`src/common/aiw_defines.vh`:
```
// register map, field positions, reset values and timing counts of the
// accelerometer interrupt and wake-up logic.
// assumes a 20 MHz core clock and an 8-bit register port from the serial bus.
`ifndef AIW_DEFINES_VH
`define AIW_DEFINES_VH

// register addresses
`define AIW_A_SRC_ONE     8'h16
`define AIW_A_SRC_TWO     8'h17
`define AIW_A_STATUS      8'h18
`define AIW_A_REL         8'h1A
`define AIW_A_CTRL_ONE    8'h1B
`define AIW_A_CTRL_TWO    8'h1D
`define AIW_A_PIN_CTL     8'h1E
`define AIW_A_MASK_CTL    8'h1F
`define AIW_A_TIMER       8'h29
`define AIW_A_INACT       8'h2B
`define AIW_A_THR_HI      8'h6A
`define AIW_A_THR_LO      8'h6B

// reset values
`define AIW_R_CTRL_ONE    8'h00
`define AIW_R_CTRL_TWO    8'h00
`define AIW_R_PIN_CTL     8'h10
`define AIW_R_MASK_CTL    8'h3F
`define AIW_R_TIMER       8'h00
`define AIW_R_INACT       8'h00
`define AIW_R_THR         12'h000

// field positions
`define AIW_B_DRDY_EN     5
`define AIW_B_WAKE_EN     1
`define AIW_B_PIN_EN      5
`define AIW_B_POL         4
`define AIW_B_PULSE       3
`define AIW_B_UNLATCH     7
`define AIW_B_PEND        4
`define AIW_B_SRC_DRDY    4
`define AIW_B_SRC_WAKE    1
`define AIW_F_RATE        2:0
`define AIW_F_MASK        5:0
`define AIW_RATE_MAX      3'h7

// timing
`define AIW_CLK_NS        50
`define AIW_PULSE_NS      40000
`define AIW_PULSE_CYC     (`AIW_PULSE_NS / `AIW_CLK_NS)
`define AIW_MOTION_BASE   200000

`endif

```
`src/hdl/aiw_interrupt_wakeup.v`:
```
// interrupt and wake-up logic: data-ready and motion sources onto one pin.
// assumes register strobes and acceleration samples arrive on ref_clk_in,
// already decoded by the serial bus slave and the sensing front end.
`timescale 1ns/1ns
`include "aiw_defines.vh"

module aiw_interrupt_wakeup #(
  parameter MOTION_BASE_CYCLES = `AIW_MOTION_BASE
) (
  // clock and reset
  input  wire              ref_clk_in,
  input  wire              rst_b_in,
  // register port
  input  wire [7:0]        reg_addr_in,
  input  wire [7:0]        reg_wdata_in,
  input  wire              reg_wr_in,
  input  wire              reg_rd_in,
  output reg  [7:0]        reg_rdata_out,
  // acceleration samples
  input  wire [11:0]       accel_x_in,
  input  wire [11:0]       accel_y_in,
  input  wire [11:0]       accel_z_in,
  input  wire              sample_valid_in,
  input  wire              accel_data_read_in,
  // interrupt pin
  output reg               int_pin_out
);

  // mode codes of the motion engine
  localparam ST_IDLE   = 1'b0;
  localparam ST_ACTIVE = 1'b1;

  // registers
  reg [7:0]  main_control_one_q;
  reg [7:0]  main_control_two_q;
  reg [7:0]  pin_interrupt_control_q;
  reg [7:0]  motion_axis_mask_control_q;
  reg [7:0]  motion_persist_timer_q;
  reg [7:0]  inactivity_count_q;
  reg [11:0] motion_level_threshold_q;

  // event state
  reg        drdy_flag_q;
  reg        motion_wake_flag_q;
  reg [5:0]  motion_direction_source_q;
  reg        motion_state_q;
  reg [7:0]  persist_cnt_q;
  reg [7:0]  inact_cnt_q;
  reg [25:0] rate_cnt_q;
  reg [9:0]  pulse_cnt_q;
  reg        pulse_on_q;

  reg        motion_state_d;
  reg        wake_fire;
  reg        inact_expire;
  reg [7:0]  persist_cnt_d;
  reg [7:0]  inact_cnt_d;

  // decoded controls
  wire data_ready_source_enable = main_control_one_q[`AIW_B_DRDY_EN];
  wire motion_wake_enable       = main_control_one_q[`AIW_B_WAKE_EN];
  wire pin_output_enable        = pin_interrupt_control_q[`AIW_B_PIN_EN];
  wire pin_active_polarity      = pin_interrupt_control_q[`AIW_B_POL];
  wire latch_or_pulse_select    = pin_interrupt_control_q[`AIW_B_PULSE];
  wire unlatched_motion_select  = motion_axis_mask_control_q[`AIW_B_UNLATCH];

  wire wr_hit_rel  = reg_rd_in && (reg_addr_in == `AIW_A_REL);

  // one motion sample period from the rate code
  function [25:0] rate_period;
    input [2:0] code;
    reg   [25:0] base;
    begin
      base        = MOTION_BASE_CYCLES[25:0];
      rate_period = base << (`AIW_RATE_MAX - code);
    end
  endfunction

  // {negative, positive} over-threshold for one axis
  function [1:0] axis_dir;
    input [11:0] a;
    input [11:0] thr;
    reg   signed [12:0] sa;
    reg   signed [12:0] st;
    begin
      sa       = {a[11], a};
      st       = {1'b0, thr};
      axis_dir = {(sa < -st), (sa > st)};
    end
  endfunction

  // motion sample tick; base period is the fastest rate
  wire [25:0] period_now = rate_period(main_control_two_q[`AIW_F_RATE]);
  wire        motion_tick = (rate_cnt_q >= period_now - 26'h0000001);

  always @(posedge ref_clk_in or negedge rst_b_in) begin
    if (!rst_b_in) begin
      rate_cnt_q <= 26'h0000000;
    end else if (!motion_wake_enable || motion_tick) begin
      rate_cnt_q <= 26'h0000000;
    end else begin
      rate_cnt_q <= rate_cnt_q + 26'h0000001;
    end
  end

  // masked direction vector: x-, x+, y-, y+, z-, z+
  wire [5:0] dir_raw = {axis_dir(accel_x_in, motion_level_threshold_q),
                        axis_dir(accel_y_in, motion_level_threshold_q),
                        axis_dir(accel_z_in, motion_level_threshold_q)};
  wire [5:0] dir_hit = dir_raw & motion_axis_mask_control_q[`AIW_F_MASK];
  wire       moving  = |dir_hit;

  // motion engine
  always @* begin
    motion_state_d = motion_state_q;
    persist_cnt_d  = persist_cnt_q;
    inact_cnt_d    = inact_cnt_q;
    wake_fire      = 1'b0;
    inact_expire   = 1'b0;
    if (motion_tick) begin
      case (motion_state_q)
        ST_IDLE: begin
          if (moving) begin
            if (persist_cnt_q + 8'h01 >= motion_persist_timer_q) begin
              wake_fire      = 1'b1;
              motion_state_d = ST_ACTIVE;
              persist_cnt_d  = 8'h00;
              inact_cnt_d    = 8'h00;
            end else begin
              persist_cnt_d = persist_cnt_q + 8'h01;
            end
          end else begin
            persist_cnt_d = 8'h00; // must be consecutive samples
          end
        end
        ST_ACTIVE: begin
          if (moving) begin
            inact_cnt_d = 8'h00;
          end else if (inact_cnt_q + 8'h01 >= inactivity_count_q) begin
            inact_expire   = 1'b1;
            motion_state_d = ST_IDLE;
            inact_cnt_d    = 8'h00;
          end else begin
            inact_cnt_d = inact_cnt_q + 8'h01;
          end
        end
        default: begin
          motion_state_d = ST_IDLE;
          persist_cnt_d  = 8'h00;
          inact_cnt_d    = 8'h00;
        end
      endcase
    end
  end

  always @(posedge ref_clk_in or negedge rst_b_in) begin
    if (!rst_b_in) begin
      motion_state_q <= ST_IDLE;
      persist_cnt_q  <= 8'h00;
      inact_cnt_q    <= 8'h00;
    end else if (!motion_wake_enable) begin
      motion_state_q <= ST_IDLE;
      persist_cnt_q  <= 8'h00;
      inact_cnt_q    <= 8'h00;
    end else begin
      motion_state_q <= motion_state_d;
      persist_cnt_q  <= persist_cnt_d;
      inact_cnt_q    <= inact_cnt_d;
    end
  end

  // source flags; a new event beats a clearing read in the same cycle
  wire drdy_set = sample_valid_in && data_ready_source_enable;
  wire wake_set = wake_fire && motion_wake_enable;

  always @(posedge ref_clk_in or negedge rst_b_in) begin
    if (!rst_b_in) begin
      drdy_flag_q <= 1'b0;
    end else if (drdy_set) begin
      drdy_flag_q <= 1'b1;
    end else if (wr_hit_rel || accel_data_read_in) begin
      drdy_flag_q <= 1'b0;
    end
  end

  always @(posedge ref_clk_in or negedge rst_b_in) begin
    if (!rst_b_in) begin
      motion_wake_flag_q        <= 1'b0;
      motion_direction_source_q <= 6'h00;
    end else if (wake_set) begin
      motion_wake_flag_q        <= 1'b1;
      motion_direction_source_q <= dir_hit;
    end else begin
      if (wr_hit_rel) begin
        motion_wake_flag_q        <= 1'b0;
        motion_direction_source_q <= 6'h00;
      end else if (inact_expire && unlatched_motion_select) begin
        motion_wake_flag_q <= 1'b0;
      end
    end
  end

  // pending: enabled sources ored
  wire pending = (drdy_flag_q && data_ready_source_enable) ||
                 (motion_wake_flag_q && motion_wake_enable);

  // pulse shaper; restarts on each new event
  always @(posedge ref_clk_in or negedge rst_b_in) begin
    if (!rst_b_in) begin
      pulse_on_q  <= 1'b0;
      pulse_cnt_q <= 10'h000;
    end else if (drdy_set || wake_set) begin
      pulse_on_q  <= 1'b1;
      pulse_cnt_q <= 10'h000;
    end else if (pulse_on_q) begin
      if (pulse_cnt_q >= `AIW_PULSE_CYC - 1) begin
        pulse_on_q <= 1'b0;
      end else begin
        pulse_cnt_q <= pulse_cnt_q + 10'h001;
      end
    end
  end

  // pin level; a pulse-mode interrupt does not hold the pin
  wire pin_active = pin_output_enable &&
                    (latch_or_pulse_select ? pulse_on_q : pending);

  always @(posedge ref_clk_in or negedge rst_b_in) begin
    if (!rst_b_in) begin
      int_pin_out <= 1'b0;
    end else begin
      int_pin_out <= pin_active_polarity ? pin_active : !pin_active;
    end
  end

  // register writes
  always @(posedge ref_clk_in or negedge rst_b_in) begin
    if (!rst_b_in) begin
      main_control_one_q         <= `AIW_R_CTRL_ONE;
      main_control_two_q         <= `AIW_R_CTRL_TWO;
      pin_interrupt_control_q    <= `AIW_R_PIN_CTL;
      motion_axis_mask_control_q <= `AIW_R_MASK_CTL;
      motion_persist_timer_q     <= `AIW_R_TIMER;
      inactivity_count_q         <= `AIW_R_INACT;
      motion_level_threshold_q   <= `AIW_R_THR;
    end else if (reg_wr_in) begin
      case (reg_addr_in)
        `AIW_A_CTRL_ONE: begin
          main_control_one_q <= reg_wdata_in;
        end
        `AIW_A_CTRL_TWO: begin
          main_control_two_q <= reg_wdata_in;
        end
        `AIW_A_PIN_CTL: begin
          pin_interrupt_control_q <= reg_wdata_in;
        end
        `AIW_A_MASK_CTL: begin
          motion_axis_mask_control_q <= reg_wdata_in;
        end
        `AIW_A_TIMER: begin
          motion_persist_timer_q <= reg_wdata_in;
        end
        `AIW_A_INACT: begin
          inactivity_count_q <= reg_wdata_in;
        end
        `AIW_A_THR_HI: begin
          motion_level_threshold_q[11:4] <= reg_wdata_in;
        end
        `AIW_A_THR_LO: begin
          motion_level_threshold_q[3:0] <= reg_wdata_in[7:4];
        end
        default: begin
          main_control_one_q <= main_control_one_q;
        end
      endcase
    end
  end

  // read mux; unmapped and release read as zero
  reg [7:0] rd_mux;

  always @* begin
    rd_mux = 8'h00;
    case (reg_addr_in)
      `AIW_A_SRC_ONE: begin
        rd_mux[`AIW_B_SRC_DRDY] = drdy_flag_q;
        rd_mux[`AIW_B_SRC_WAKE] = motion_wake_flag_q;
      end
      `AIW_A_SRC_TWO: begin
        rd_mux = {2'b00, motion_direction_source_q};
      end
      `AIW_A_STATUS: begin
        rd_mux[`AIW_B_PEND] = pending;
      end
      `AIW_A_CTRL_ONE: begin
        rd_mux = main_control_one_q;
      end
      `AIW_A_CTRL_TWO: begin
        rd_mux = main_control_two_q;
      end
      `AIW_A_PIN_CTL: begin
        rd_mux = pin_interrupt_control_q;
      end
      `AIW_A_MASK_CTL: begin
        rd_mux = motion_axis_mask_control_q;
      end
      `AIW_A_TIMER: begin
        rd_mux = motion_persist_timer_q;
      end
      `AIW_A_INACT: begin
        rd_mux = inactivity_count_q;
      end
      `AIW_A_THR_HI: begin
        rd_mux = motion_level_threshold_q[11:4];
      end
      `AIW_A_THR_LO: begin
        rd_mux = {motion_level_threshold_q[3:0], 4'h0};
      end
      default: begin
        rd_mux = 8'h00;
      end
    endcase
  end

  // read data held until the next read strobe
  always @(posedge ref_clk_in or negedge rst_b_in) begin
    if (!rst_b_in) begin
      reg_rdata_out <= 8'h00;
    end else if (reg_rd_in) begin
      reg_rdata_out <= rd_mux;
    end
  end

endmodule

```
`config.mk`:
```
export PLATFORM = sky130hd
export DESIGN_NAME = aiw_interrupt_wakeup
export DESIGN_NICKNAME = d
export VERILOG_FILES = /design/src/hdl/aiw_interrupt_wakeup.v
export VERILOG_INCLUDE_DIRS = /design/src /design/src/common
export SDC_FILE = /design/constraint.sdc
export NUM_CORES = 1
export LEC_CHECK = 0
export ABC_AREA = 1
export ABC_CLOCK_PERIOD_IN_PS = 4750
export BUFFER_PORTS_ARGS = -buffer_cell sky130_fd_sc_hd__buf_2
export CAP_MARGIN = 20
export CORE_MARGIN = 2
export CORE_UTILIZATION = 40
export DETAILED_ROUTE_END_ITERATION = 10
export HOLD_SLACK_MARGIN = 0.15
export PLACE_DENSITY_LB_ADDON = 0.05
export REMOVE_ABC_BUFFERS = 1
export SLEW_MARGIN = 30
export SYNTH_ARGS = -nofsm -noshare
export SYNTH_HDL_FRONTEND = slang
export SYNTH_SLANG_ARGS = --single-unit
```
`constraint.sdc`:
```
create_clock -name ref_clk_in -period 4.75 [get_ports ref_clk_in]
set_input_delay 0.475 -clock ref_clk_in [delete_from_list [all_inputs] [get_ports ref_clk_in]]
set_output_delay 0.475 -clock ref_clk_in [all_outputs]
set_load 0.01 [all_outputs]
```
# [Yosys cells after proc, flatten, opt, wreduce, memory -nomap -nowiden]
# Index checks and enable logic that the tools add are counted.
[word_totals] inputBits=58 elab_cells=131 register_bits=131
[op_classes] order_cmp=10 muxes=46 reduce_logical=29 n_bitwise=2 n_eq_ne=17 shifts=1 add_sub_neg=7
[ops] operator="$mux 8" n=11
[ops] operator="$eq 8x5->1 const B" n=8
[ops] operator="$gt 12x13->1" n=3
[ops] operator="$lt 12x13->1" n=3
[ops] operator="$mux 10" n=3
[ops] operator="$pmux 3 s9" n=1
[ops] operator="$add 26x1->26 const B" n=1
[ops] operator="$ge 26x26->1" n=1
[ops] operator="$mux 26" n=1
[ops] operator="$shl 18x3->26 const A" n=1
[ops] operator="$sub 26x1->26 const B" n=1
[ops] operator="$mux 1" n=22
[ops] operator="$reduce_and 2->1" n=10
[ops] operator="$add 8x1->8 const B" n=2
[ops] operator="$eq 8x6->1 const B" n=2
[ops] operator="$eq 8x7->1 const B" n=2
[ops] operator="$ge 8x8->1" n=2
[ops] operator="$pmux 2 s8" n=1
[ops] operator="$pmux 8 s2" n=1
[ops] operator="$neg 12->13" n=1
[ops] operator="$mux 6" n=2
[ops] operator="$pmux 1 s11" n=1
[ops] operator="$add 10x1->10 const B" n=1
[ops] operator="$ge 10x10->1 const B" n=1
[ops] operator="other kinds (16)" n=30

# [Depth between registers and ports, before layout]
# Gate-level depths: netlist of the first run.
[depth] word_depth=11 ltp_mapped=25

# [Least setup slack after synthesis of the first run]
# Ideal clock, no wire load.
[synth_path] path_type="register -> register" from="register motion_level_threshold_q[0]" to="register inact_cnt_q[0]" t_required_ns=4.633 t_arrival_ns=2.971 setup_slack_ns=1.662 path_stages_with_launch=23 synth_period_minus_slack_ns=3.088 path_buffers=0 cell_sequence="dfrtp_1 nor3_1 nand3_1 nor3_1 nand2_1 nor2_1 nand3_1 xor2_1 ha_1 nand2_1 inv_1 nand2_1 nand2_1 a21oi_1 nand3b_1 nand2_1 nor2_4 nor2_4 nand2_4 nand3_4 nand2_4 nand2_1 nand2_1"
[synth_between] elab_chain_len=8
[synth_rtl] item="from (decl)" line_no="aiw_interrupt_wakeup.v:40" text="reg [11:0] motion_level_threshold_q;"
[synth_rtl] item="from (signal assigned)" line_no="aiw_interrupt_wakeup.v:245" text="motion_level_threshold_q <= `AIW_R_THR;"
[synth_rtl] item="from (signal assigned)" line_no="aiw_interrupt_wakeup.v:270" text="motion_level_threshold_q[3:0] <= reg_wdata_in[7:4];"
[synth_rtl] item="$neg 12->13" line_no="aiw_interrupt_wakeup.v:88" text="axis_dir = {(sa < -st), (sa > st)};"
[synth_rtl] item="$lt 12x13->1" line_no="aiw_interrupt_wakeup.v:88"
[synth_rtl] item="$and 6x6->6 *" line_no="aiw_interrupt_wakeup.v:110" text="wire [5:0] dir_hit = dir_raw & motion_axis_mask_control_q[`AIW_F_MASK];"
[synth_rtl] item="$reduce_or 6->1 *" line_no="aiw_interrupt_wakeup.v:111" text="wire moving = |dir_hit;"
[synth_rtl] item="$mux 8" line_no="aiw_interrupt_wakeup.v:137" text="if (moving) begin"
[synth_rtl] item="$pmux 8 s2" line_no="aiw_interrupt_wakeup.v:121" text="case (motion_state_q)"
[synth_rtl] item="$mux 8" line_no="aiw_interrupt_wakeup.v:120" text="if (motion_tick) begin"
[synth_rtl] item="$mux 8" line_no="aiw_interrupt_wakeup.v:161" text="end else if (!motion_wake_enable) begin"
[synth_rtl] item="to (signal assigned)" line_no="aiw_interrupt_wakeup.v:168" text="inact_cnt_q <= inact_cnt_d;"
[synth_rtl] item="to (decl)" line_no="aiw_interrupt_wakeup.v:48" text="reg [7:0] inact_cnt_q;"
# Every way passes the cells marked *; elsewhere a longest branch is shown, timed or not. The select of a mux whose other input is x is not followed.
# A chain may end at the register's enable or synchronous reset.

# [Worst setup path after layout of the first run]
[layout_path] from="register motion_level_threshold_q[0]" to="register inact_cnt_q[1]"
# The elaborated chain is that of the path after synthesis.

==> results.md, run 1 <==
* Status: finished clean
* Worst setup margin at roughly 1.1 ns
* CP endpoint kind: flip-flop
* CTS tree: built
* Post-route cell area at around 11000 µm²
* Final Critical Period at roughly 3.7 ns
* Final hold violations at 0
* Routability cong. at 0.8645
* Area leader, netlist: dfrtp_1
* Most common cell in the netlist: nand2_1
* DP Wirelength at between 20000 and 25000 µm
* Synth cell count leaders: nand2_1, inv_1, ha_1, dfrtp_1, nor2_1
* TritonCTS Sinks at 131
* Crit-path max FO at 8
* Antenna violations before repair at 1
* Worst hold path type: input port to flip-flop
* Worst Path Buf+Inv at 1
* DRC errors left at 0
* Leak at between 5 and 6 nW
* DRT antenna net count at 0
* CTS root buffer: clkbuf_16
* Antenna Diode Count at 0
* Chip height at 157.9 µm
* Tcrit/Tclk final at 0.7720
* FMAX at 272.7 MHz
* Pre-antenna DRT Iters at 6
* Netlist cell types at 45
* Core area at between 20000 and 25000 µm²
* Synth warn at 0
* Total gr overflow at 0
* Most used cell, CP: nand2_1
* Setup TNS at 0 ns
* Port-buffer cells at 66
* Asr flop ratio synth at 1.000
* Die width at 157.9 µm
* Synth Instances at between 1000 and 1500
* Share of cells above drive strength 1 at 0.1002
* Number of synthesized register bits at about 130
* Clock-pin slew on the worst setup and hold paths at about 0.060 ns
* CTS resizes at 0
* Max Clock Skew at ~0.0087 ns
* Post-CTS Setup Bufs at 0
* Starting Density at 0.4060
* Crit-path cells: nor3_1, nand3_1, nor3_1, nand2_1, nor2_1, nand3_1, xor2_1, ha_1, nand2_1, inv_1, nand2_1, nand2_1, a21oi_1, nand3_1, nand3_2, nand2_2, nor2_4, nand4_1, nor2_1, nand2_1, nand2_1
* DR vias/cell at around 5
* Max-slew headroom at the worst pin at 0.4741
* Hold WS at approximately 0.23 ns
* Final non-filler cell total at about 1700
* Maxcap violations at 0
* Maximum clock insertion buffer count at 2
* First-pass GRT wire length at between 40000 and 50000 µm
* Worst path max stage delay at 0.42 ns
* Core Util, Final at 0.4614
* Routed wire per std cell at between 15 and 20 µm
* Syn Std Cell Area at about 9500 µm²
* Vias in the first global route at ~8000
* Main area contributors after synthesis: dfrtp_1, ha_1, nand2_1
* Worst path slowest cell: dfrtp_1
* RSZ-0062 raised after global routing: false
* Crit path launch type: flip-flop
* Seq/Total Area, Yosys at 0.3469
* Worst Path Required at approximately 5.1 ns
* Crit path arrival time at approximately 4.0 ns
* DR iter-0 viols at about 540
* Final setup viols at 0
* Largest net degree at the start of global routing at 52
* Post-Place Setup Slack at 1.160 ns
* Share of the synthesized area in the top cell type at 0.3275
* Area Growth Syn to Fin at 13.63%
* Critical path class: flip-flop to flip-flop
* Nets at around 1500
* Fillers at roughly 2400
* Total CTS buffers at 17
* PD cells at around 290 nW/µm²
* Placed Area at about 10000 µm²
* VDD IR max at roughly 0.18 mV
* EDFF count, synth at 0
* Top_reg_cell synth: dfrtp_1
* Tot GR Track Use at 0.2296
* Slew Viols, Final at 0
* Total power at slightly above 3 mW
* Post-Route WL at ~27000 µm
* Top Ports at 67
* Placed Instances at between 1500 and 2000
* Delay-heaviest family, CP: simple AND/OR/NAND/NOR gates
* Vias at around 8400
* Worst-margin pin slew at about 0.79 ns
* Die ar. at 24930 µm²
* Mapped Avg Cell Area at approximately 7.6 µm²
* H-tree levels at 4
* Site row count at 56
* Worst skew pair latency at between 0.4 and 0.5 ns
## routing by layer
| layer | track usage | share of wire | vias up |
|---|---|---|---|
| li1 | - | - | 4292 |
| met1 | 0.3082 | 0.47 | 3890 |
| met2 | 0.3807 | 0.47 | 176 |
| met3 | 0.04216 | 0.044 | 29 |
| met4 | 0.05974 | 0.015 | 2 |
| met5 | 0 | 0.00088 | - |
## area by class of cell
class                           instances  area, µm²  share of cell area
Clock buffer                           18      429.2             0.03987
Inverter                              161      604.3             0.05614
Clock inverter                         14      153.9             0.01430
Tap cell                              319      399.1             0.03708
Timing Repair Buffer                   70      369.1             0.03429
Multi-Input combinational cell        943       5523              0.5130
Sequential cell                       131       3287              0.3053
## cell usage in the layout (no fill, tap or decap), types with 3 or more instances in the layout
master      netlist  routed
a21oi_1          59      59
a221oi_1          6       6
buf_2             3      65
buf_4             1       3
clkbuf_16         0      17
clkinv_1          3       3
clkinv_4          0       3
clkinvlp_4        0       3
dfrtp_1         124     124
dfstp_2           7       7
ha_1            125     125
inv_1           156     156
inv_6             0       4
nand2_1         324     324
nand2_4           3       3
nand3_1          78      78
nand4_1          22      22
nor2_1          107     107
nor2_2            6       6
nor3_1           23      23
nor3b_1           9       9
nor4_1            4       4
o21a_1            5       5
o21ai_0          90      90
o21bai_1          4       4
o22ai_1          11      11
o31ai_1           6       6
or2_2             3       3
xnor2_1           6       6
xor2_1           29      29
## state kept, by name, summed over array words and instances, names as in the netlist, 6 cells and up
signal	count
pulse_cnt_q	10
motion_direction_source_q	6
motion_level_threshold_q	12
main_control_two_q	8
inactivity_count_q	8
inact_cnt_q	8
reg_rdata_out	8
persist_cnt_q	8
motion_axis_mask_control_q	8
rate_cnt_q	26
pin_interrupt_control_q	8
motion_persist_timer_q	8
main_control_one_q	8
## worst reg2reg max path: stages, from the launching register on
cell	delay, ns
dfrtp_1	0.42
nor3_1	0.28
nand3_1	0.17
nor3_1	0.27
nand2_1	0.08
nor2_1	0.16
nand3_1	0.12
xor2_1	0.30
ha_1	0.29
nand2_1	0.10
inv_1	0.05
nand2_1	0.05
nand2_1	0.04
a21oi_1	0.15
nand3_1	0.15
nand3_2	0.14
nand2_2	0.07
nor2_4	0.11
nand4_1	0.32
nor2_1	0.20
nand2_1	0.07
nand2_1	0.05
## cell families (layout without fill, tap and decap cells)
logic type / count (synthesis) / in the layout / share of synthesized area
buffers and inverters: 175 / 263 / 0.07013
other: 1 / 1 / 0.0003958
flip-flops: 131 / 131 / 0.3469
XOR/XNOR: 35 / 35 / 0.03236
AO/OA/AOI/OAI: 189 / 189 / 0.1104
adder cells (fa/ha/maj): 125 / 125 / 0.1651
AND/OR/NAND/NOR: 593 / 593 / 0.2747
## path summary, 6_finish.rpt
kind / from / endpoint / slack (ns) / cells past startpoint
min in group asynchronous: rst_b_in / rate_cnt_q[11] / 0.57 / 2
worst max register to register: motion_level_threshold_q[0] / inact_cnt_q[1] / 1.08 / 21
worst max-delay path: motion_level_threshold_q[0] / inact_cnt_q[1] / 1.08 / 21
worst min-delay path: accel_data_read_in / drdy_flag_q / 0.23 / 2
max in group asynchronous: rst_b_in / inactivity_count_q[0] / 3.16 / 3
worst min register to register: rate_cnt_q[0] / rate_cnt_q[0] / 0.47 / 1
## report_power, final
part	internal (mW)	leakage, nW	switching [mW]
Clock	0.779	0.278	0.536
Combinational	0.188	3.47	0.329
Sequential	1.19	1.71	0.0712
## what timing repair did
item | in CTS | in global routing
endpoints found under the hold margin | 47 | 0
hold buffers | 1 | 0
endpoints found under the setup margin | 0 | 0
Note: power is estimated with default switching activity, not from simulation.
==> run 2, diff against run 1 <==
--- a/config.mk
+++ b/config.mk
@@ -7,7 +7,7 @@
 export NUM_CORES = 1
 export LEC_CHECK = 0
 export ABC_AREA = 1
-export ABC_CLOCK_PERIOD_IN_PS = 4750
+export ABC_CLOCK_PERIOD_IN_PS = 3300
 export BUFFER_PORTS_ARGS = -buffer_cell sky130_fd_sc_hd__buf_2
 export CAP_MARGIN = 20
 export CORE_MARGIN = 2
==> constraint.sdc (replaced) <==
create_clock -name ref_clk_in -period 3.3 [get_ports ref_clk_in]
set_input_delay 0.33 -clock ref_clk_in [delete_from_list [all_inputs] [get_ports ref_clk_in]]
set_output_delay 0.33 -clock ref_clk_in [all_outputs]
set_load 0.01 [all_outputs]
==> results.md, run 2 (synthesis results as in run 1) <==
* Status: finished clean
* Worst path slowest cell: dfrtp_1
* CTS root buffer: clkbuf_16
* Top Ports at 67 (unchanged)
* Number of flip-flops in the largest register at 26 (unchanged)
* Maxcap violations at 0 (unchanged)
* Core area at 23330 µm² (unchanged)
* First-pass GRT wire length at 43720 µm (+0.68%)
* Largest net degree at the start of global routing at 81 (+56%)
* Site row count at 56 (unchanged)
* Chip height at 157.9 µm (unchanged)
* Worst setup margin at 0.06364 ns (-1.020 ns)
* Max-slew headroom at the worst pin at 0.4710 (-0.003042)
* Share of cells above drive strength 1 at 0.1536 (+0.05340)
* Leak at 5.701 nW (+4.5%)
* FMAX at 309.0 MHz (+13%)
* DRT antenna net count at 0 (unchanged)
* Die ar. at 24930 µm² (unchanged)
* Hold WS at 0.1755 ns (-0.05307 ns)
* Crit-path max FO at 6 (-2)
* Worst Path Required at 3.63 ns (-1.48 ns)
* CTS tree: built
* Crit path arrival time at 3.56 ns (-0.47 ns)
* Most common cell after layout, fill and taps aside: nand2_1
* Final hold violations at 0 (unchanged)
* Critical path class: flip-flop to flip-flop
* Post-Route WL at 27210 µm (-0.61%)
* Top flop regs: rate_cnt_q: 26 flops, motion_level_threshold_q: 12 flops, pulse_cnt_q: 10 flops
* Worst Path Buf+Inv at 1 (unchanged)
* DR vias/cell at 5.043 (-0.45%)
* Clock-pin slew on the worst setup and hold paths at 0.06 ns (about the same)
* H-tree levels at 4 (unchanged)
* VDD IR max at 0.2729 mV (+53%)
* PD cells at 406.2 nW/µm² (+41%)
* Antenna Diode Count at 0 (unchanged)
* Area Growth Syn to Fin at 20.36%
* Worst hold path type: input port to flip-flop
* Total CTS buffers at 17 (unchanged)
* Maximum clock insertion buffer count at 2 (unchanged)
* Worst r2r src: motion_level_threshold_q[2]
* Routed wire per std cell at 16.01 µm (-3.1%)
* DP Wirelength at 21730 µm (+0.52%)
* Total gr overflow at 0 (unchanged)
* HP Start: reg_wdata_in[4]
* Post-route cell area at 11400 µm² (+5.9%)
* Delay-heaviest family, CP: simple AND/OR/NAND/NOR gates
* Worst path max stage delay at 0.39 ns (-0.03 ns)
* Crit path launch type: flip-flop
* Antenna violations before repair at 0 (-1)
* Port-buffer cells at 66 (unchanged)
* Vias in the first global route at 8186 (+2.5%)
* CP endpoint kind: flip-flop
* Pre-antenna DRT Iters at 5 (-1)
* DRC errors left at 0 (unchanged)
* Die width at 157.9 µm (unchanged)
* Max Clock Skew at 0.01942 ns (+0.01076 ns)
* Fillers at 2389 (-0.54%)
* Slew Viols, Final at 0 (unchanged)
* Worst skew pair latency at 0.44 ns (about the same)
* Largest register by flop count: rate_cnt_q
* Starting Density at 0.4060 (unchanged)
* DR iter-0 viols at 506 (-5.6%)
* Commonest non-fill, non-tap cells in the layout: nand2_1, inv_1, dfrtp_1
* Final Critical Period at 3.236 ns (-0.4304 ns)
* Tcrit/Tclk final at 0.9807 (+0.2088)
* Vias at 8568 (+2.1%)
* Final setup viols at 0 (unchanged)
* Most used cell, CP: nand2_1
* Routability cong. at 0.9014 (+4.3%)
* Tot GR Track Use at 0.2303 (+0.0007288)
* Worst Setup SP: motion_level_threshold_q[2]
* Placed Area at 10390 µm² (+2.1%)
* TritonCTS Sinks at 131 (unchanged)
* RSZ-0062 raised after global routing: true
* Worst-margin pin slew at 0.7905 ns (+0.004546 ns)
* Nets at 1551 (+2.9%)
* Crit-path cells: nor3_2, nand3_2, nor3_2, nand2_1, nor2_2, nand3_2, xor2_4, ha_4, nand2_2, nor2_2, nand2_1, nor2_1, nand2_1, nand3b_1, nand2_2, nor2_4, nor2_4, nand2_4, nand3_4, buf_4, nand3_1, nand2_1
* Post-Place Setup Slack at -0.01948 ns (-1.179 ns)
==> run 2: changes by cell type in the layout (fill, tap and decap cells not counted), sizes merged <==
cell and change:
buf +37, dlygate4sd3 +7, bufinv +1, clkbuf -1, clkinv -1
==> run 2: timing repair <==
| item | 4_1_cts | 5_1_grt |
|---|---|---|
| hold buffers | 8 | 0 |
| gates resized for setup | 2 | 52 |
| endpoints found under the hold margin | 79 | 0 |
| endpoints found under the setup margin | 9 | 56 |
| setup buffers | 0 | 8 |
| pin swaps | 0 | 24 |
==> run 2: cell type report <==
type | instances | area, µm² | share of cell area
clock buffers | 17 | 425.4 | 0.03731
clock inverters | 14 | 178.9 | 0.01569
inverters | 161 | 608.1 | 0.05332
multi-input cells | 943 | 5779 | 0.5068
flip-flops and latches | 131 | 3288 | 0.2883
well taps | 319 | 399.1 | 0.03500
repair buffers | 114 | 724.4 | 0.06353
==> run 2: worst reg2reg max path: cells and delay by family, from the launching register on <==
family / cells / cell delay, ns
xor gates and xnor gates: 1 / 0.22
and+or+nand+nor: 19 / 2.07
buffers and inverters: 1 / 0.18
DFF: 1 / 0.39
adders and majority gates: 1 / 0.28
==> run 2: path summary, 6_finish.rpt <==
| check | endpoint | slack [ns] | cells after the start |
|---|---|---|---|
| setup / recovery | inact_cnt_q[4] | 0.06 | 22 |
| hold / removal | motion_level_threshold_q[0] | 0.18 | 3 |
| setup reg to reg | inact_cnt_q[4] | 0.06 | 22 |
| hold reg to reg | rate_cnt_q[0] | 0.46 | 1 |
| max in group asynchronous | motion_axis_mask_control_q[0] | 1.88 | 3 |
| min in group asynchronous | rate_cnt_q[13] | 0.46 | 2 |
==> run 2: power breakdown <==
group | switching [mW] | leakage, nW | total [mW] | internal, mW
clock network | 0.792 | 0.292 | 1.99 | 1.20
registers | 0.102 | 1.71 | 1.82 | 1.72
logic | 0.500 | 3.70 | 0.826 | 0.326
==> run 2: routing by layer <==
metal  vias to the layer above  GRT usage  share of wire
li1                       4374          -              -
met1                      4015     0.3086           0.48
met2                       153     0.3824           0.47
met3                        26    0.04489          0.036
met4                         0    0.05628          0.014
met5                         -          0              0
==> run 2: metrics by stage <==
step / instances / total power, mW / utilization / setup TNS [ns]
2_1_floorplan: 1235 / 2.312 / - / -0.6592
3_3_place_gp: 1652 / 2.607 / 0.4453 / 0
3_5_place_dp: 1652 / 2.618 / 0.4453 / -0.07842
4_1_cts: 1691 / 4.618 / 0.4753 / 0
5_1_grt: 1699 / 4.889 / 0.4887 / -7.043
6_report: 1699 / 4.632 / 0.4887 / 0
